`src/hw/pld_map.vh`:
```
// Purpose: Register offsets, field positions, reset values and timing counts
// Assumes: 100 MHz system clock
// Notes: Definitions only
`ifndef PLD_MAP_VH
`define PLD_MAP_VH
`define PLD_CLK_MHZ 100
// Register offsets on the management bus
`define PLD_OFF_BASIC 5'h00
`define PLD_OFF_STATUS 5'h10
`define PLD_OFF_IND 5'h18
`define PLD_OFF_PHYCTL 5'h19
`define PLD_OFF_DIAG 5'h1B
// Basic control fields
`define PLD_BC_LOOP 14
`define PLD_BC_SPEED 13
`define PLD_BC_ANEN 12
`define PLD_BC_ISO 10
`define PLD_BC_DUPLEX 8
`define PLD_BC_RESET 16'h1000
// Phy status fields
`define PLD_ST_LINK 0
`define PLD_ST_SPEED10 1
`define PLD_ST_DUPLEX 2
`define PLD_ST_LOOP 3
// Phy control fields
`define PLD_PC_ADDR_HI 4
`define PLD_PC_CFG0 5
`define PLD_PC_CFG1 6
`define PLD_PC_BSTAT 8
`define PLD_PC_BSTART 9
`define PLD_PC_PRBS15 10
// Diagnostic control fields
`define PLD_DG_CONT 5
`define PLD_DG_ERR_LO 8
// Indicator override fields: enables [2:0], values [5:3]
`define PLD_IO_EN_LO 0
`define PLD_IO_VAL_LO 3
// Strap pull values when a pin floats
`define PLD_ADDR_PULL 5'h01
// Link detection, indicator blink half-period and self-test packet length
`define PLD_NLP_MIN 3'h7
`define PLD_LINK_LOSS_MS 50
`define PLD_BLINK_MS 50
`define PLD_SELF_TEST_ENGINE_PKT 16'h0100
`endif

```
`src/hw/pld_prbs.v`:
```
// Purpose: Pseudo-random nibble generator and checker for the self-test
// Assumes: One nibble per advance, bit 0 sent first
// Notes: Checker is self-synchronising from the received stream
`timescale 1ns/10ps
`default_nettype none
module pld_prbs (
  input wire clk,
  input wire rst_b,
  input wire len15,
  input wire clear,
  input wire gen_adv,
  input wire chk_valid,
  input wire [3:0] chk_data,
  output reg [3:0] gen_data,
  output reg good,
  output reg err
);
  reg [14:0] gen_q;
  reg [14:0] rx_q;
  reg [4:0] fill_q;
  reg [14:0] g;
  reg [14:0] r;
  reg [3:0] nib;
  reg bad;
  integer i;

  ////////////////////////////////////////////////////////////////
  // Four steps per nibble; taps select 9 or 15 bit sequence
  always @* begin
    g = gen_q;
    r = rx_q;
    nib = 4'h0;
    bad = 1'b0;
    for (i = 0; i < 4; i = i + 1) begin
      nib[i] = len15 ? (g[14] ^ g[13]) : (g[8] ^ g[4]);
      g = {g[13:0], nib[i]};
      if ((len15 ? (r[14] ^ r[13]) : (r[8] ^ r[4])) != chk_data[i])
        bad = 1'b1;
      r = {r[13:0], chk_data[i]};
    end
  end

  // The first nibble after a clear is the generator's stale output, so the
  // checker takes five nibbles before comparing; 15-bit mode needs all of them
  always @(posedge clk or negedge rst_b) begin
    if (!rst_b) begin
      gen_q <= 15'h7FFF;
      rx_q <= 15'h0000;
      fill_q <= 5'h00;
      gen_data <= 4'h0;
      good <= 1'b0;
      err <= 1'b0;
    end else begin
      good <= 1'b0;
      err <= 1'b0;
      if (clear) begin
        gen_q <= 15'h7FFF;
        fill_q <= 5'h00;
      end else begin
        if (gen_adv) begin
          gen_q <= g;
          gen_data <= nib;
        end
        if (chk_valid) begin
          rx_q <= r;
          if (fill_q < 5'h14)
            fill_q <= fill_q + 5'h04;
          else begin
            good <= ~bad;
            err <= bad;
          end
        end
      end
    end
  end
endmodule // pld_prbs
`default_nettype wire

```
`src/hw/pld_ind.v`:
```
// Purpose: One indicator output with override and strap-set polarity
// Assumes: Polarity strap captured by the caller
// Notes: Output is registered
`timescale 1ns/10ps
`default_nettype none
module pld_ind (
  input wire clk,
  input wire rst_b,
  input wire on,
  input wire ovr_en,
  input wire ovr_val,
  input wire strap_high,
  output reg pin
);
  // Strap high means active low drive
  always @(posedge clk or negedge rst_b) begin
    if (!rst_b)
      pin <= 1'b0;
    else
      pin <= (ovr_en ? ovr_val : on) ^ strap_high;
  end
endmodule // pld_ind
`default_nettype wire

```
`src/hw/pld_top.v`:
```
// Purpose: Transceiver config, isolate, indicators, duplex, loopback, self-test
// Assumes: Management frames already decoded into register strobes
// Notes: Straps are sampled at the first edge after reset release
`timescale 1ns/10ps
`default_nettype none
`include "pld_map.vh"

// Functional notes
// RULE_01: Latch strapped address into control bits 4:0
// RULE_02: Strapped zero isolates; written zero does not
// RULE_03: Floating strap pins give address 00001
// RULE_04: Basic control bit 10 isolates
// RULE_05: Isolated: ignore transmit, float MII outputs
// RULE_06: Management access keeps working while isolated
// RULE_07: Isolated line sends only idles or pulses
// RULE_08: Link detection continues while isolated
// RULE_09: Indicator mode from control bits 6:5
// RULE_10: Link indicator steady, or blinking on activity
// RULE_11: Ten-meg link: seven pulses or packet
// RULE_12: Rate indicator on at 100 Mb/s
// RULE_13: Third indicator: activity, collision or duplex
// RULE_14: Indicator polarity opposite to strapped level
// RULE_15: Override register at 18h drives indicators
// RULE_16: Half duplex carrier sense on tx or rx
// RULE_17: Full duplex: no collision, carrier on rx
// RULE_18: Bit 14 loops tx to rx, status bit 3
// RULE_19: Software disables negotiation before loopback
// RULE_20: Self-test sequence 9 or 15 bits, compared
// RULE_21: Self-test status fails until good, latches errors
// RULE_22: Diag bit 5 continuous, bits 15:8 errors
// RULE_23: Phy status register at address 10h
module pld_top #(
  parameter LOSS_CYCLES = `PLD_LINK_LOSS_MS * 1000 * `PLD_CLK_MHZ,
  parameter BLINK_CYCLES = `PLD_BLINK_MS * 1000 * `PLD_CLK_MHZ
) (
  input wire SYS_CLK,
  input wire RST_B,
  input wire [4:0] STRAP_ADDR,
  input wire [4:0] STRAP_ADDR_FLOAT,
  input wire [2:0] STRAP_IND,
  input wire STRAP_CFG0,
  input wire [4:0] REG_ADDR,
  input wire [15:0] REG_WDATA,
  input wire REG_WR,
  input wire REG_RD,
  output reg [15:0] REG_RDATA,
  input wire [3:0] TXD,
  input wire TX_EN,
  output reg [3:0] RXD,
  output reg RX_DV,
  output reg RX_ER,
  output reg CRS,
  output reg COL,
  output reg MII_OE,
  input wire [3:0] LINE_RXD,
  input wire LINE_RX_DV,
  input wire LINE_RX_ER,
  input wire LINE_SD,
  input wire LINE_NLP,
  input wire LINE_PKT_OK,
  input wire AN_SPEED_100,
  input wire AN_FULL_DUPLEX,
  output reg [3:0] LINE_TXD,
  output reg LINE_TX_EN,
  output reg LINE_IDLE,
  output wire LINK_IND,
  output wire RATE_IND,
  output wire ACT_COL_IND
);
  localparam [31:0] LOSS_W = LOSS_CYCLES;
  localparam [31:0] BLINK_W = BLINK_CYCLES;

  reg strap_pend_q;
  reg [2:0] ind_pol_q;
  reg [15:0] basic_control_reg;
  reg [15:0] phy_control_reg;
  reg [15:0] indicator_override_reg;
  reg diag_cont_q;
  reg [7:0] err_cnt_q;
  reg self_test_engine_stat_q;
  reg self_test_engine_fail_q;
  reg [15:0] pkt_cnt_q;
  reg [2:0] nlp_cnt_q;
  reg link10_q;
  reg [31:0] loss_cnt_q;
  reg [31:0] blink_cnt_q;
  reg blink_q;
  reg self_test_engine_clr;
  reg [15:0] phy_status_reg;
  wire [4:0] mgmt_addr_strap;
  wire isolate;
  wire speed100;
  wire full_dup;
  wire loop_en;
  wire link_ok;
  wire [1:0] indicator_mode_select;
  wire ind_mode1;
  wire ind_mode3;
  wire tx_act;
  wire rx_act;
  wire activity;
  wire collision;
  wire self_test_engine;
  wire continuous_test_tx;
  wire self_test_engine_tx;
  wire [3:0] prbs_nib;
  wire prbs_good;
  wire prbs_err;
  wire [3:0] rx_nib;
  wire rx_val;

  ////////////////////////////////////////////////////////////////
  // Strap handling
  // Floating pins resolve to their weak pulls before capture
  assign mgmt_addr_strap = (STRAP_ADDR & ~STRAP_ADDR_FLOAT) |
                           (`PLD_ADDR_PULL & STRAP_ADDR_FLOAT); // RULE_03

  // Resolved operating mode
  assign speed100 = basic_control_reg[`PLD_BC_ANEN] ? AN_SPEED_100 :
                    basic_control_reg[`PLD_BC_SPEED];
  assign full_dup = basic_control_reg[`PLD_BC_ANEN] ? AN_FULL_DUPLEX :
                    basic_control_reg[`PLD_BC_DUPLEX];
  assign isolate = basic_control_reg[`PLD_BC_ISO]; // RULE_04
  assign loop_en = basic_control_reg[`PLD_BC_LOOP];
  assign self_test_engine = phy_control_reg[`PLD_PC_BSTART];
  assign continuous_test_tx = diag_cont_q;
  assign indicator_mode_select = phy_control_reg[`PLD_PC_CFG1:`PLD_PC_CFG0];
  assign ind_mode1 = indicator_mode_select[0]; // RULE_09
  assign ind_mode3 = indicator_mode_select == 2'b10; // RULE_09

  ////////////////////////////////////////////////////////////////
  // Management registers
  // Straps land one edge after reset release so no port feeds the reset
  // branch. Isolate from a zero strap sits in the basic control bit, so
  // software can leave it; writing zero to the address field never sets it.
  always @(posedge SYS_CLK or negedge RST_B) begin
    if (!RST_B) begin
      strap_pend_q <= 1'b1;
      ind_pol_q <= 3'h0;
      basic_control_reg <= `PLD_BC_RESET;
      phy_control_reg <= 16'h0000;
      indicator_override_reg <= 16'h0000;
      diag_cont_q <= 1'b0;
    end else if (strap_pend_q) begin
      strap_pend_q <= 1'b0;
      ind_pol_q <= STRAP_IND; // RULE_14
      phy_control_reg[`PLD_PC_ADDR_HI:0] <= mgmt_addr_strap; // RULE_01
      phy_control_reg[`PLD_PC_CFG0] <= STRAP_CFG0;
      basic_control_reg[`PLD_BC_ISO] <= mgmt_addr_strap == 5'h00; // RULE_02
    end else if (REG_WR) begin
      // Decoding stays live in isolate mode
      if (REG_ADDR == `PLD_OFF_BASIC) begin // RULE_06
        basic_control_reg <= REG_WDATA;
      end else if (REG_ADDR == `PLD_OFF_IND) begin
        indicator_override_reg <= REG_WDATA; // RULE_15
      end else if (REG_ADDR == `PLD_OFF_PHYCTL) begin
        phy_control_reg <= REG_WDATA & ~(16'h0001 << `PLD_PC_BSTAT); // RULE_02
      end else if (REG_ADDR == `PLD_OFF_DIAG) begin
        diag_cont_q <= REG_WDATA[`PLD_DG_CONT]; // RULE_22
      end
    end
  end

  // Any write to the control register restarts the checker status
  always @* begin
    self_test_engine_clr = REG_WR & ~strap_pend_q & (REG_ADDR == `PLD_OFF_PHYCTL);
  end

  // Status word; the table holds offset 10h
  always @* begin
    phy_status_reg = 16'h0000; // RULE_23
    phy_status_reg[`PLD_ST_LINK] = link_ok;
    phy_status_reg[`PLD_ST_SPEED10] = ~speed100;
    phy_status_reg[`PLD_ST_DUPLEX] = full_dup;
    phy_status_reg[`PLD_ST_LOOP] = loop_en; // RULE_18
  end

  // Read answer one cycle after the strobe; unmapped reads give zero.
  // The override register returns its contents, never the pin levels.
  always @(posedge SYS_CLK or negedge RST_B) begin
    if (!RST_B)
      REG_RDATA <= 16'h0000;
    else if (REG_RD) begin
      if (REG_ADDR == `PLD_OFF_BASIC)
        REG_RDATA <= basic_control_reg;
      else if (REG_ADDR == `PLD_OFF_STATUS)
        REG_RDATA <= phy_status_reg; // RULE_23
      else if (REG_ADDR == `PLD_OFF_IND)
        REG_RDATA <= indicator_override_reg; // RULE_15
      else if (REG_ADDR == `PLD_OFF_PHYCTL)
        REG_RDATA <= {phy_control_reg[15:9], self_test_engine_stat_q, phy_control_reg[7:0]};
      else if (REG_ADDR == `PLD_OFF_DIAG)
        REG_RDATA <= {err_cnt_q, 2'b00, diag_cont_q, 5'h00}; // RULE_22
      else
        REG_RDATA <= 16'h0000;
    end
  end

  ////////////////////////////////////////////////////////////////
  // Link detection, independent of isolate
  // Pulse count restarts whenever the loss timer runs out
  always @(posedge SYS_CLK or negedge RST_B) begin
    if (!RST_B) begin
      nlp_cnt_q <= 3'h0;
      link10_q <= 1'b0;
      loss_cnt_q <= 32'h00000000;
    end else if (LINE_NLP || LINE_PKT_OK) begin
      loss_cnt_q <= 32'h00000000;
      if (nlp_cnt_q != `PLD_NLP_MIN)
        nlp_cnt_q <= nlp_cnt_q + 3'h1;
      if (LINE_PKT_OK || nlp_cnt_q == `PLD_NLP_MIN - 3'h1)
        link10_q <= 1'b1; // RULE_11
    end else if (loss_cnt_q == LOSS_W - 32'h1) begin
      loss_cnt_q <= 32'h00000000;
      nlp_cnt_q <= 3'h0;
      link10_q <= 1'b0; // RULE_11
    end else begin
      loss_cnt_q <= loss_cnt_q + 32'h1;
    end
  end

  assign link_ok = speed100 ? LINE_SD : link10_q; // RULE_08

  ////////////////////////////////////////////////////////////////
  // Datapath: isolate, loopback, duplex
  assign tx_act = TX_EN & ~isolate; // RULE_05
  assign rx_act = loop_en ? tx_act : LINE_RX_DV;
  assign activity = tx_act | LINE_RX_DV;
  assign collision = ~full_dup & ~loop_en & tx_act & LINE_RX_DV; // RULE_17

  // MII receive side is registered; loopback feeds transmit nibbles back
  always @(posedge SYS_CLK or negedge RST_B) begin
    if (!RST_B) begin
      RXD <= 4'h0;
      RX_DV <= 1'b0;
      RX_ER <= 1'b0;
      CRS <= 1'b0;
      COL <= 1'b0;
      MII_OE <= 1'b0;
    end else begin
      MII_OE <= ~isolate & ~strap_pend_q; // RULE_05
      RXD <= loop_en ? TXD : LINE_RXD; // RULE_18
      RX_DV <= rx_act;
      RX_ER <= loop_en ? 1'b0 : LINE_RX_ER;
      CRS <= full_dup ? rx_act : (rx_act | tx_act); // RULE_16 RULE_17
      COL <= collision; // RULE_17
    end
  end

  // Self-test packet framing; one packet unless continuous
  assign self_test_engine_tx = self_test_engine & (continuous_test_tx || pkt_cnt_q != 16'h0000);

  always @(posedge SYS_CLK or negedge RST_B) begin
    if (!RST_B)
      pkt_cnt_q <= 16'h0000;
    else if (self_test_engine_clr)
      pkt_cnt_q <= `PLD_SELF_TEST_ENGINE_PKT;
    else if (self_test_engine_tx && pkt_cnt_q != 16'h0000)
      pkt_cnt_q <= pkt_cnt_q - 16'h1; // RULE_22
  end

  // Line transmit: isolate keeps all data off the wire and loopback keeps MAC data off, but both
  // leave idles or link pulses running
  always @(posedge SYS_CLK or negedge RST_B) begin
    if (!RST_B) begin
      LINE_TXD <= 4'h0;
      LINE_TX_EN <= 1'b0;
      LINE_IDLE <= 1'b0;
    end else begin
      if (self_test_engine_tx && !isolate) begin
        LINE_TXD <= prbs_nib; // RULE_20
        LINE_TX_EN <= 1'b1;
      end else begin
        LINE_TXD <= TXD;
        LINE_TX_EN <= tx_act & ~loop_en; // RULE_07 RULE_18
      end
      LINE_IDLE <= ~(self_test_engine_tx && !isolate) & ~(tx_act & ~loop_en); // RULE_07
    end
  end

  ////////////////////////////////////////////////////////////////
  // Self-test engine
  assign rx_nib = loop_en ? prbs_nib : LINE_RXD;
  assign rx_val = self_test_engine & (loop_en ? self_test_engine_tx : LINE_RX_DV);

  pld_prbs u_prbs (
    .clk(SYS_CLK),
    .rst_b(RST_B),
    .len15(phy_control_reg[`PLD_PC_PRBS15]),
    .clear(self_test_engine_clr),
    .gen_adv(self_test_engine_tx),
    .chk_valid(rx_val),
    .chk_data(rx_nib),
    .gen_data(prbs_nib),
    .good(prbs_good),
    .err(prbs_err)
  ); // RULE_20

  // An error in the clearing cycle still latches fail and counts
  always @(posedge SYS_CLK or negedge RST_B) begin
    if (!RST_B) begin
      self_test_engine_stat_q <= 1'b0;
      self_test_engine_fail_q <= 1'b0;
      err_cnt_q <= 8'h00;
    end else begin
      if (prbs_err) begin
        self_test_engine_fail_q <= 1'b1; // RULE_21
        self_test_engine_stat_q <= 1'b0;
      end else if (self_test_engine_clr) begin
        self_test_engine_fail_q <= 1'b0;
        self_test_engine_stat_q <= 1'b0;
      end else if (prbs_good && !self_test_engine_fail_q) begin
        self_test_engine_stat_q <= 1'b1; // RULE_21
      end
      if (prbs_err && (self_test_engine_clr || err_cnt_q != 8'hFF))
        err_cnt_q <= (self_test_engine_clr ? 8'h00 : err_cnt_q) + 8'h01; // RULE_22
      else if (self_test_engine_clr)
        err_cnt_q <= 8'h00;
    end
  end

  ////////////////////////////////////////////////////////////////
  // Indicators
  // Blink rate from a cycle divider; the enable pulse toggles the phase
  always @(posedge SYS_CLK or negedge RST_B) begin
    if (!RST_B) begin
      blink_cnt_q <= 32'h00000000;
      blink_q <= 1'b0;
    end else if (blink_cnt_q == BLINK_W - 32'h1) begin
      blink_cnt_q <= 32'h00000000;
      blink_q <= ~blink_q;
    end else begin
      blink_cnt_q <= blink_cnt_q + 32'h1;
    end
  end

  pld_ind u_link (
    .clk(SYS_CLK),
    .rst_b(RST_B),
    .on(link_ok & (ind_mode1 | ~(activity & blink_q))), // RULE_10
    .ovr_en(indicator_override_reg[`PLD_IO_EN_LO]),
    .ovr_val(indicator_override_reg[`PLD_IO_VAL_LO]), // RULE_15
    .strap_high(ind_pol_q[0]), // RULE_14
    .pin(LINK_IND)
  );

  pld_ind u_rate (
    .clk(SYS_CLK),
    .rst_b(RST_B),
    .on(speed100), // RULE_12
    .ovr_en(indicator_override_reg[`PLD_IO_EN_LO + 1]),
    .ovr_val(indicator_override_reg[`PLD_IO_VAL_LO + 1]),
    .strap_high(ind_pol_q[1]),
    .pin(RATE_IND)
  );

  pld_ind u_actcol (
    .clk(SYS_CLK),
    .rst_b(RST_B),
    .on(ind_mode1 ? activity : (ind_mode3 ? full_dup : collision)), // RULE_13
    .ovr_en(indicator_override_reg[`PLD_IO_EN_LO + 2]),
    .ovr_val(indicator_override_reg[`PLD_IO_VAL_LO + 2]),
    .strap_high(ind_pol_q[2]),
    .pin(ACT_COL_IND)
  );
endmodule // pld_top
`default_nettype wire

```
`config.mk`:
```
export PLATFORM = sky130hd
export DESIGN_NAME = pld_top
export DESIGN_NICKNAME = d
export VERILOG_FILES = /design/src/hw/pld_prbs.v /design/src/hw/pld_ind.v /design/src/hw/pld_top.v
export VERILOG_INCLUDE_DIRS = /design/src /design/src/hw
export SDC_FILE = /design/constraint.sdc
export NUM_CORES = 1
export LEC_CHECK = 0
export BUFFER_PORTS_ARGS = -buffer_cell sky130_fd_sc_hd__buf_2
export CAP_MARGIN = 20
export CORE_ASPECT_RATIO = 1.5
export CORE_MARGIN = 8
export CORE_UTILIZATION = 40
export DETAILED_ROUTE_END_ITERATION = 10
export PLACE_DENSITY = 0.64
export SETUP_SLACK_MARGIN = 0.02
export SKIP_CTS_REPAIR_TIMING = 1
export SLEW_MARGIN = 10
export SYNTH_ARGS = -nofsm -noshare
export SYNTH_HDL_FRONTEND = slang
export SYNTH_SLANG_ARGS = --single-unit
```
`constraint.sdc`:
```
create_clock -name SYS_CLK -period 2.5 [get_ports SYS_CLK]
set_input_delay 0.5 -clock SYS_CLK [delete_from_list [all_inputs] [get_ports SYS_CLK]]
set_output_delay 0.5 -clock SYS_CLK [all_outputs]
set_load 0.1 [all_outputs]
```
* After elaboration in Yosys (flattened, before gate mapping) *
Index checks and enable logic that the tools add are counted.

word-level totals
  bits in registers = 222
  latch bits = 0
  memory bits (writable) = 0
  bits in read-only memories = 0
  input port bits = 55
  output and inout port bits = 34
  memories kept = 0

operators by class
  $add $sub $neg = 6
  $mul = 0
  div/mod/pow operators = 0
  magnitude comparators = 1
  equality and inequality tests = 18
  shift-type cells = 0
  multiplexer cells = 70
  bitwise gates (word level) = 52
  reduce and logical (&&, ||, !) cells = 34

operators by type and width
  cell                                                    count
  2-to-1 mux 16 bit                                       7
  2-to-1 mux 32 bit                                       3
  adder 32 x 1 -> 32 bit (second input constant)          2
  equality test 32 x 23 -> 1 bit (second input constant)  2
  2-to-1 mux 1 bit                                        40
  2-to-1 mux 15 bit                                       2
  2-to-1 mux 6 bit                                        5
  2-to-1 mux 11 bit                                       2
  equality test 5 bit (second input constant)             4
  XOR 1 bit                                               19
  nonzero test 2 bit                                      9
  2-to-1 mux 8 bit                                        2
  nonzero test 16 bit                                     1
  subtractor 16 x 1 -> 16 bit (second input constant)     1
  2-to-1 mux 5 bit                                        3
  NOT 1 bit                                               14
  AND 1 bit                                               13
  2-to-1 mux 4 bit                                        3
  AND reduction 2 bit                                     6
  zero test 5 bit                                         2
  2-to-1 mux 3 bit                                        3
  adder 8 x 1 -> 8 bit (second input constant)            1
  inequality test 8 bit (second input constant)           1
  AND reduction 4 bit                                     2
  20 further kinds                                        34

* Depth between registers and ports, before layout *
Gate-level depths: netlist (run 1).

  depth in word-level cells = 11
  depth in mapped cells = 10

* Hierarchy *
From an unflattened synthesis (run 1), not the netlist that was laid out.

second synthesis, totals
  cells, all modules = 959
  area, all modules = 10289.9 sq um

modules (own cells, without submodules)
  module    instances  cells an instance  area each (sq um)  seq. area each (sq um)
  pld_top   1          793                8325.5             4456.8
  pld_prbs  1          157                1833.0             994.7
  pld_ind   3          3                  43.8               25.0

* Worst setup path after synthesis (run 1) *
OpenSTA, ideal clock, no wires.

  path type = input-to-reg
  start point = in REG_ADDR[4]
  end point = reg err_cnt_q[4]
  data arrival time = 2.132 ns
  data required time = 2.379 ns
  path slack = 0.247 ns
  stages on the path = 10
  cell sequence = buf_4 nand3b_2 nor3b_4 nand2_2 and2_1 ha_1 and2_1 o2111ai_1 xor2_1 nor2_1

between the ends
  longest elaborated chain between the ends = 5
  elaborated cells between the ends (all ways) = 7
  classes of those cells = add/sub: 1; eq/ne: 1; mux: 2; bitwise: 1; reduce/logical: 2

ends and longest elaborated chain
  what                                                              line                          text
  start, declared                                                   pld_top.v:42                  input wire [4:0] REG_ADDR,
  equality test 5 bit (no line) (*)                                 n/a
  AND 1 bit (*)                                                     pld_top.v:166                 self_test_engine_clr = REG_WR & ~strap_pend_q & (REG_ADDR == `PLD_OFF_PHYCTL);
  2-to-1 mux 8 bit / logical OR 1 bit (equally long branches)       n/a
  adder 8 x 1 -> 8 bit / logical AND 1 bit (equally long branches)  pld_top.v:316, pld_top.v:315
  2-to-1 mux 8 bit (*)                                              pld_top.v:315                 if (prbs_err && (self_test_engine_clr || err_cnt_q != 8'hFF))
  end signal, assigned                                              pld_top.v:316                 err_cnt_q <= (self_test_engine_clr ? 8'h00 : err_cnt_q) + 8'h01;
  end, declared                                                     pld_top.v:79                  reg [7:0] err_cnt_q;

Every way passes the cells marked *; elsewhere a longest branch is shown, timed or not.
A chain may end at the register's enable or synchronous reset.

* Worst setup path in the final report (run 1) *
  start point = reg pkt_cnt_q[0]
  end point = reg u_prbs.rx_q[4]

between the ends
  longest elaborated chain between the ends = 6

ends and longest elaborated chain
  what                           line           text
  start, declared                pld_top.v:82   reg [15:0] pkt_cnt_q;
  start signal, assigned         pld_top.v:257  pkt_cnt_q <= `PLD_SELF_TEST_ENGINE_PKT;
  start signal, assigned         pld_top.v:259  pkt_cnt_q <= pkt_cnt_q - 16'h1;
  nonzero test 16 bit            pld_top.v:251  assign self_test_engine_tx = self_test_engine & (continuous_test_tx || pkt_cnt_q != 16'h0000);
  logical OR 1 bit               pld_top.v:251
  AND 1 bit                      pld_top.v:251
  2-to-1 mux 1 bit               pld_top.v:284  assign rx_val = self_test_engine & (loop_en ? self_test_engine_tx : LINE_RX_DV);
  AND 1 bit                      pld_top.v:284
  AND reduction 2 bit (no line)  n/a
  end signal, assigned           pld_prbs.v:65  rx_q <= r;
  end, declared                  pld_prbs.v:19  reg [14:0] rx_q;

No other way between the ends.

==> results of run 1 <==
[through the flow]
stage | cell area (um^2) | utilization
2_1_floorplan | 10500 | -
3_3_place_gp | 11500 | 0.444
3_5_place_dp | 11500 | 0.444
4_1_cts | 12200 | 0.471
5_1_grt | 12200 | 0.471
6_report | 12200 | 0.471
[synthesized netlist by cell type (10+ instances only)]
cell type | n | share of area
a221oi_1 | 12 | 0.010
xor2_1 | 50 | 0.042
a21oi_1 | 28 | 0.013
nand4_1 | 22 | 0.013
nand3_1 | 42 | 0.020
mux2_2 | 45 | 0.048
inv_1 | 28 | 0.010
o21ai_0 | 32 | 0.015
clkbuf_1 | 16 | 0.0057
dfrtp_1 | 203 | 0.48
nand2_1 | 99 | 0.035
nor2_1 | 113 | 0.040
nor4_1 | 10 | 0.0059
mux2_4 | 10 | 0.014
mux2i_1 | 35 | 0.033
xnor2_1 | 44 | 0.037
a31oi_1 | 10 | 0.0059
dfstp_2 | 17 | 0.042
buf_2 | 10 | 0.0048
[power groups by stage]
stage	sequential [mW]	clock, mW	combinational, mW
after floorplan	5.14	0	1.32
after global placement	4.84	0	2.21
after detailed placement	4.86	0	2.27
after CTS	4.80	3.28	2.28
after global routing	4.90	3.42	2.47
final	4.80	3.18	2.24
[routing by layer]
layer | up-vias | share of wire | track usage
met5 | - | 0.0011 | 0
met3 | 37 | 0.051 | 0.0267
met4 | 4 | 0.016 | 0.0389
li1 | 3601 | - | -
met2 | 135 | 0.51 | 0.278
met1 | 3683 | 0.42 | 0.191
[cell families after synthesis]
family                   Yosys count  share of synthesized area
adder cells (fa/ha/maj)            9                     0.0107
flip-flops                       220                      0.525
XOR/XNOR                          94                     0.0782
AND/OR/NAND/NOR                  371                      0.184
AO/OA/AOI/OAI                    119                     0.0719
other                              1                   0.000356
multiplexers                      95                      0.101
buffers and inverters             64                     0.0291
[worst paths after layout]
kind	from	end	slack (ns)	cells past startpoint
hold reg to reg	ind_pol_q[0]	u_link.pin	0.46	1
hold / removal	STRAP_IND[0]	ind_pol_q[0]	0.23	2
setup / recovery	pkt_cnt_q[0]	u_prbs.rx_q[4]	0.28	7
setup reg to reg	pkt_cnt_q[0]	u_prbs.rx_q[4]	0.28	7
min in group asynchronous	RST_B	indicator_override_reg[15]	0.53	2
max in group asynchronous	RST_B	strap_pend_q	1.18	3
[worst max-delay path, stage by stage (launching register included)]
cell	delay, ns
dfrtp_1	0.37
inv_1	0.12
ha_1	0.17
nor4b_4	0.23
nand4_1	0.23
or2_1	0.33
nand4b_4	0.27
mux2_2	0.38
[final cells by class]
| cell class | instances | share of cell area |
|---|---|---|
| Inverter | 28 | 0.00863 |
| Clock inverter | 8 | 0.00370 |
| Timing Repair Buffer | 119 | 0.0614 |
| Sequential cell | 220 | 0.454 |
| Multi-Input combinational cell | 689 | 0.385 |
| Clock buffer | 31 | 0.0530 |
| Tap cell | 333 | 0.0342 |
==> results.toml, run 1 <==
[run_status]
outcome = "completed"

[synth]
syn_area_um2 = 10500
yosysSeqAreaShare = 0.525
yosys.cell_types.count = 72
ys_warn_count = 0
syn_inst = 973
async_flop_share = 1.00
synth-edff-count = 0
synth-seq-cells = 220
synth_flop_cell = "dfrtp_1"
synth_area_per_cell_um2 = 10.8
synth_fp_nets = 1037

[clock_tree]
cts_tree = "yes"
htreeDepth = 1
path_clk_slew_ns = 0.06
numCtsBuffers = 23
cts_buffer_depth = 3
numClockSinks = 220
cts-root-buf = "clkbuf_16"
clk_latency_ns = 0.50

[placed_design]
post-dp-hpwl_um = 18200
place_ws_ns = 0.219
dp_cells = 1388
gp_congestion = 0.795
io_buffers = 88

[routing]
vias = 7460
avgViaCountPerCell = 5.22
wire_per_inst_um = 17.3
totalWireLength_um = 24800
drt_pass1_iterations = 6
drt_iter0_markers = 385
route.detailed.drc = 0
postRouteAntennaNets = 0

[timing]
finalHoldViolations = 0
rsz0062_at_grt = "no"
tns_ns = 0
max_freq_mhz = 450
fin_crit_sh = 0.890
clock_skew_ns = 0.00858
worst_pin_slew_ns = 0.663
setup_viol = 0
final-max-slew-violation-count = 0
period_needed_ns = 2.22
fin_hold_ws_ns = 0.226
slew_headroom = 0.554
worst_slack_ns = 0.276

[floorplanning]
start_util = 0.407
die_x_um = 148
pin_count = 89
die_h_um = 215
core_area_um2 = 25900
die-area_um2 = 31900
rows = 72

[worst_setup_path]
critPathCaptureType = "flop"
required_ns = 2.89
worst_setup_path_start_kind = "flop"
worst-setup-path-type = "reg -> reg"
crit_arrival_ns = 2.61
critical_path.max_fanout = 17

[cells_and_area]
final_cell_mix = "203 x dfrtp_1, 113 x nor2_1, 99 x nand2_1, 87 x buf_2, 50 x xor2_1"
final_common_cell = "dfrtp_1"
seq_area_um2 = 5530
syn_to_final_growth_pct = 15.7
multiInputGateArea_um2 = 4690
final_cells = 1428
top_regs = "blink_cnt_q: 32 flops, loss_cnt_q: 32 flops"
fillCellCount = 2388
antenna_cells = 0
num-nets-final = 1145
layout-drive-gt1-share = 0.227

[power_and_ir_drop]
cellPowerDensity_nw_per_um2 = 840
leakage_nw = 5.49
power_frac_seq = 0.470
p_sw_mw = 3.26
peakVddDrop_mv = 0.673
pwr-share-comb = 0.219
switching_share = 0.319
pwr-share-clk = 0.311
internal-power_mw = 6.97
total_power_mw = 10.2

[global_route]
grt_remaining_overflow = 0
antenna_found_initial = 2
grt_pass1_vias = 7877
grt_max_degree = 61
grt_use_total = 0.156
grt_pass1_wl_um = 40900

[worst_hold_path]
hold_class = "in -> reg"

[flow_run]
max_cap_violations = 0
Power figures use the tool's default switching activity.
==> run 2, diff against run 1 <==
--- a/config.mk
+++ b/config.mk
@@ -11,7 +11,7 @@
 export CORE_ASPECT_RATIO = 1.5
 export CORE_MARGIN = 8
-export CORE_UTILIZATION = 40
+export CORE_UTILIZATION = 45
 export DETAILED_ROUTE_END_ITERATION = 10
-export PLACE_DENSITY = 0.64
+export PLACE_DENSITY = 0.7
 export SETUP_SLACK_MARGIN = 0.02
 export SKIP_CTS_REPAIR_TIMING = 1
==> constraint.sdc (replaced) <==
create_clock -name SYS_CLK -period 2.5 [get_ports SYS_CLK]
set_input_delay 0.25 -clock SYS_CLK [delete_from_list [all_inputs] [get_ports SYS_CLK]]
set_output_delay 0.25 -clock SYS_CLK [all_outputs]
set_load 0.1 [all_outputs]
==> run 2 against run 1 <==
  * The run now ends with hold timing left
  * Sequential power about the same
  * Via count up 1.6%
  * Setup slack worse by 0.086 ns
  * Hold slack worse by 0.25 ns
  * First-iteration DRC count up 19%
  * Largest cell class unchanged
==> results.toml, run 2 (synthesis results as in run 1) <==
[run_status]
outcome = "finished with violations"
violations = "hold timing"

[worst_setup_path]
r2r-start = "basic_control_reg[14]"
worst_setup_path_start_kind = "flop"
max_stage_delay_ns = 0.80
r2r_end = "u_prbs.good"
worst-setup-path-type = "reg -> reg"
worstRegToRegCells = 4
slowest_stage = "dfrtp_1"
crit_arrival_ns = 2.70
critPathTopFamily = "simple AND/OR/NAND/NOR gates"
rrSetupSlack_ns = 0.19
critical_path.max_fanout = 15
cp.buffers_inverters = 0
worstPathCellList = "mux2i_1, xnor2_1, nor4_1, nor4bb_1"
required_ns = 2.89
critPathCaptureType = "flop"

[timing]
final-max-slew-violation-count = 0
finalHoldViolations = 5
setup_viol = 0
max_freq_mhz = 433
tns_ns = 0
worst_pin_slew_ns = 0.707
slew_headroom = 0.525
clock_skew_ns = 0.0186
rsz0062_at_grt = "no"
fin_hold_ws_ns = -0.0198
period_needed_ns = 2.31
fin_crit_sh = 0.924

[global_route]
grt_pass1_wl_um = 40100
grt_pass1_vias = 7865
grt.met3_usage = 0.0260
grt.busiest_layer = "met2"
grt_max_degree = 81
grtUsageMet1 = 0.205
grt_util_met2 = 0.308
grt_use_total = 0.171
antenna_found_initial = 3
grt_remaining_overflow = 0

[clock_tree]
cts-root-buf = "clkbuf_16"
clk_latency_ns = 0.51
cts_tree = "yes"
numClockSinks = 220
path_clk_slew_ns = 0.06
cts_buffer_depth = 3
numCtsBuffers = 22
htreeDepth = 1

[routing]
vias = 7581
drt_iter0_markers = 458
route.detailed.drc = 0
postRouteAntennaNets = 0
drt_pass1_iterations = 5
avgViaCountPerCell = 5.52
totalWireLength_um = 24200
wire_per_inst_um = 17.6

[floorplanning]
die-area_um2 = 28600
pin_count = 89
core_area_um2 = 23000
rows = 68
die_x_um = 141
start_util = 0.458
die_h_um = 203

[cells_and_area]
final_cells = 1374
top_regs = "blink_cnt_q: 32 flops, loss_cnt_q: 32 flops"
antenna_cells = 0
layout-drive-gt1-share = 0.218
final_cell_mix = "203 x dfrtp_1, 113 x nor2_1, 99 x nand2_1, 87 x buf_2, 50 x xor2_1"
stdcell_area_um2 = 12100
final_common_cell = "dfrtp_1"
syn_to_final_growth_pct = 15.4
final_core_util = 0.529
fillCellCount = 2053
num-nets-final = 1143

[power_and_ir_drop]
peakVddDrop_mv = 0.558
leakage_nw = 5.49
cellPowerDensity_nw_per_um2 = 856

[worst_hold_path]
hold_class = "in -> reg"
hold_depth = 3
worstHoldStart = "REG_WDATA[15]"
holdPathEnd = "phy_control_reg[15]"

[flow_run]
max_cap_violations = 0

[placed_design]
dp_cells = 1329
io_buffers = 88
gp_congestion = 0.813
post-dp-hpwl_um = 17400
dpl_cell_area_um2 = 11400
==> run 2: cell types whose count changed in the layout (fill, tap and decap cells not counted), sizes merged <==
cell / delta
buf: -6
clkinvlp: -2
clkbuf: +4
bufinv: +2
clkinv: -4
dlygate4sd3: +5
==> run 2: through the flow <==
stage,hold WS (ns),setup slack [ns],total power [mW]
final,-0.0198,0.189,10.4
after global routing,0.000309,0.100,10.9
after CTS,-0.238,0.167,10.5
after detailed placement,0.299,0.166,7.09
after global placement,0.293,0.200,7.02
after floorplan,-0.0456,0.480,6.46
==> run 2: final cells by class <==
cell class	count	area [um^2]	share of cell area
Sequential cell	220	5530	0.455
Multi-Input combinational cell	689	4690	0.386
Timing Repair Buffer	118	741	0.0610
Clock buffer	35	661	0.0544
Tap cell	280	350	0.0288
Inverter	28	105	0.00865
Clock inverter	4	70.1	0.00577
==> run 2: how the worst max path moves through the flow <==
| stage | start | to | cells past startpoint |
|---|---|---|---|
| 2_1_floorplan | strap_pend_q | err_cnt_q[6] | 9 |
| 3_3_place_gp | basic_control_reg[14] | u_prbs.good | 4 |
| 3_5_place_dp | basic_control_reg[14] | u_prbs.good | 4 |
| 4_1_cts | basic_control_reg[14] | u_prbs.good | 4 |
| 5_1_grt | basic_control_reg[14] | u_prbs.good | 4 |
| 6_report | basic_control_reg[14] | u_prbs.good | 4 |
==> run 2: worst min-delay path, cell delays in order <==
cell and delay, ns:
buf_2 0.11, nand2_1 0.05, nand2_1 0.05
==> run 2: where the power goes <==
group	internal [mW]	switching, mW	total, mW
logic	0.910	1.32	2.23
registers	4.25	0.558	4.81
clock network	2.01	1.36	3.37
total	7.17	3.23	10.4
==> run 2: layer usage <==
layer  vias up  share of wire
met3        48          0.042
met2       184           0.52
met1      3732           0.41
met5         -         0.0017
met4         6          0.027
li1       3611              -
==> run 3, diff against run 2 <==
CORE_MARGIN = unset   (was 8)
CORE_UTILIZATION = 60   (was 45)
PLACE_DENSITY = 0.87   (was 0.7)
==> run 3 against run 2 <==
  * The flow still finishes with violations (hold timing)
  * Critical path depth grew 3
  * Clock-buffer cell count shrank 3
  * Global-route usage grew 10 points
  * Maximum frequency grew 7.1%
  * Cell count shrank 5.1%
  * Combinational power is essentially flat
  * Flip-flop and latch count is the same
  * Register-to-register slack gained 0.15 ns
  * Routed wire length shrank 2.8%
  * Final area shrank 1.6%
  * Via count grew 2.2%
  * Clock power shrank 12%
  * Critical endpoint is now u_prbs.rx_q[5]
==> results.toml, run 3 (synthesis results as in run 1) <==
[timing]
final-max-slew-violation-count = 0
setup_viol = 0
worst_pin_slew_ns = 0.864
slew_headroom = 0.409
finalHoldViolations = 2
period_needed_ns = 2.16
fin_hold_ws_ns = -0.0114
clock_skew_ns = 0.0139
rsz0062_at_grt = "no"
fin_crit_sh = 0.863
tns_ns = 0
max_freq_mhz = 464

[global_route]
grt_max_degree = 74
grt_pass1_vias = 7854
grt_remaining_overflow = 0
grt_pass1_wl_um = 38400
antenna_found_initial = 1
grt_use_total = 0.273

[worst_setup_path]
required_ns = 2.87
worst_setup_path_start_kind = "flop"
max_stage_delay_ns = 0.38
slowest_stage = "dfrtp_1"
crit_arrival_ns = 2.53
worstPathCellList = "inv_1, ha_1, nor4b_4, nand4_1, or2_1, nand4b_4, mux2_2"
critPathCaptureType = "flop"
worst-setup-path-type = "reg -> reg"
critical_path.max_fanout = 17

[cells_and_area]
final_core_util = 0.692
num-nets-final = 1140
top_regs = "blink_cnt_q: 32 flops, loss_cnt_q: 32 flops"
layout-drive-gt1-share = 0.215
final_cell_mix = "203 x dfrtp_1, 113 x nor2_1, 99 x nand2_1, 87 x buf_2, 50 x xor2_1"
fillCellCount = 1264
final_common_cell = "dfrtp_1"
syn_to_final_growth_pct = 13.5

[floorplanning]
core_area_um2 = 17300
die-area_um2 = 18100
die_h_um = 164
die_x_um = 110
rows = 59
start_util = 0.609
pin_count = 89

[routing]
totalWireLength_um = 23600
vias = 7746
wire_per_inst_um = 18.1
postRouteAntennaNets = 0
route.detailed.drc = 0
drt_pass1_iterations = 4
avgViaCountPerCell = 5.94
drt_iter0_markers = 452

[placed_design]
io_buffers = 88
post-dp-hpwl_um = 16800
gp_congestion = 0.906

[power_and_ir_drop]
peakVddDrop_mv = 0.730
leakage_nw = 5.42
cellPowerDensity_nw_per_um2 = 839

[clock_tree]
numCtsBuffers = 21
path_clk_slew_ns = 0.07
htreeDepth = 1
cts_buffer_depth = 3
cts_tree = "yes"
numClockSinks = 220
cts-root-buf = "clkbuf_16"
clk_latency_ns = 0.50

[run_status]
violations = "hold timing"
outcome = "finished with violations"

[flow_run]
max_cap_violations = 0

[worst_hold_path]
hold_class = "in -> reg"
[run 3: layout make-up]
cell class	count	area, um^2	area share
well taps	213	267	0.0223
inverters	28	105	0.00879
diodes	1	2.50	0.000209
flip-flops and latches	220	5530	0.462
clock inverters	5	32.5	0.00272
repair buffers	116	728	0.0609
multi-input cells	689	4690	0.393
clock buffers	32	597	0.0499
[run 3: worst max-delay path, delay by kind of cell, from the launching register on]
kind,cells,cell delay [ns]
fa+ha+maj,1,0.18
simple gates,4,0.98
mux,1,0.38
buf+inv,1,0.12
flops,1,0.38
[run 3: final timing paths]
| kind | from | end | slack, ns | cells past startpoint |
|---|---|---|---|---|
| worst max register to register | pkt_cnt_q[0] | u_prbs.rx_q[5] | 0.34 | 7 |
| max in group asynchronous | RST_B | u_prbs.gen_q[3] | 1.40 | 3 |
| worst min-delay path | REG_WDATA[6] | phy_control_reg[6] | -0.01 | 3 |
| worst max-delay path | pkt_cnt_q[0] | u_prbs.rx_q[5] | 0.34 | 7 |
| worst min register to register | ind_pol_q[2] | u_actcol.pin | 0.46 | 1 |
| min in group asynchronous | RST_B | phy_control_reg[11] | 0.32 | 2 |
[run 3: power breakdown]
part	internal [mW]	total (mW)	leakage, nW	switching [mW]
Combinational	0.912	2.24	2.35	1.32
Sequential	4.25	4.83	2.78	0.582
Clock	1.65	2.96	0.298	1.32
Total	6.81	10.0	5.42	3.22
[run 3: through the flow]
step	hold WS (ns)	power [mW]	std cells	cell area, um^2	worst slack, ns
2_1_floorplan	-0.0456	6.46	973	10500	0.480
3_3_place_gp	0.266	6.97	1259	11300	0.423
3_5_place_dp	0.265	7.11	1259	11300	0.349
4_1_cts	-0.261	10.1	1296	11900	0.344
5_1_grt	0.00685	10.5	1304	12000	0.189
6_report	-0.0114	10.0	1304	12000	0.343
[run 3: layer usage]
| layer | wire length, um | up-vias | GRT usage |
|---|---|---|---|
| met1 | 9180 | 3858 | 0.330 |
| li1 | - | 3599 | - |
| met3 | 1100 | 69 | 0.0433 |
| met4 | 945 | 0 | 0.121 |
| met5 | 0 | - | 0 |
| met2 | 12300 | 220 | 0.476 |
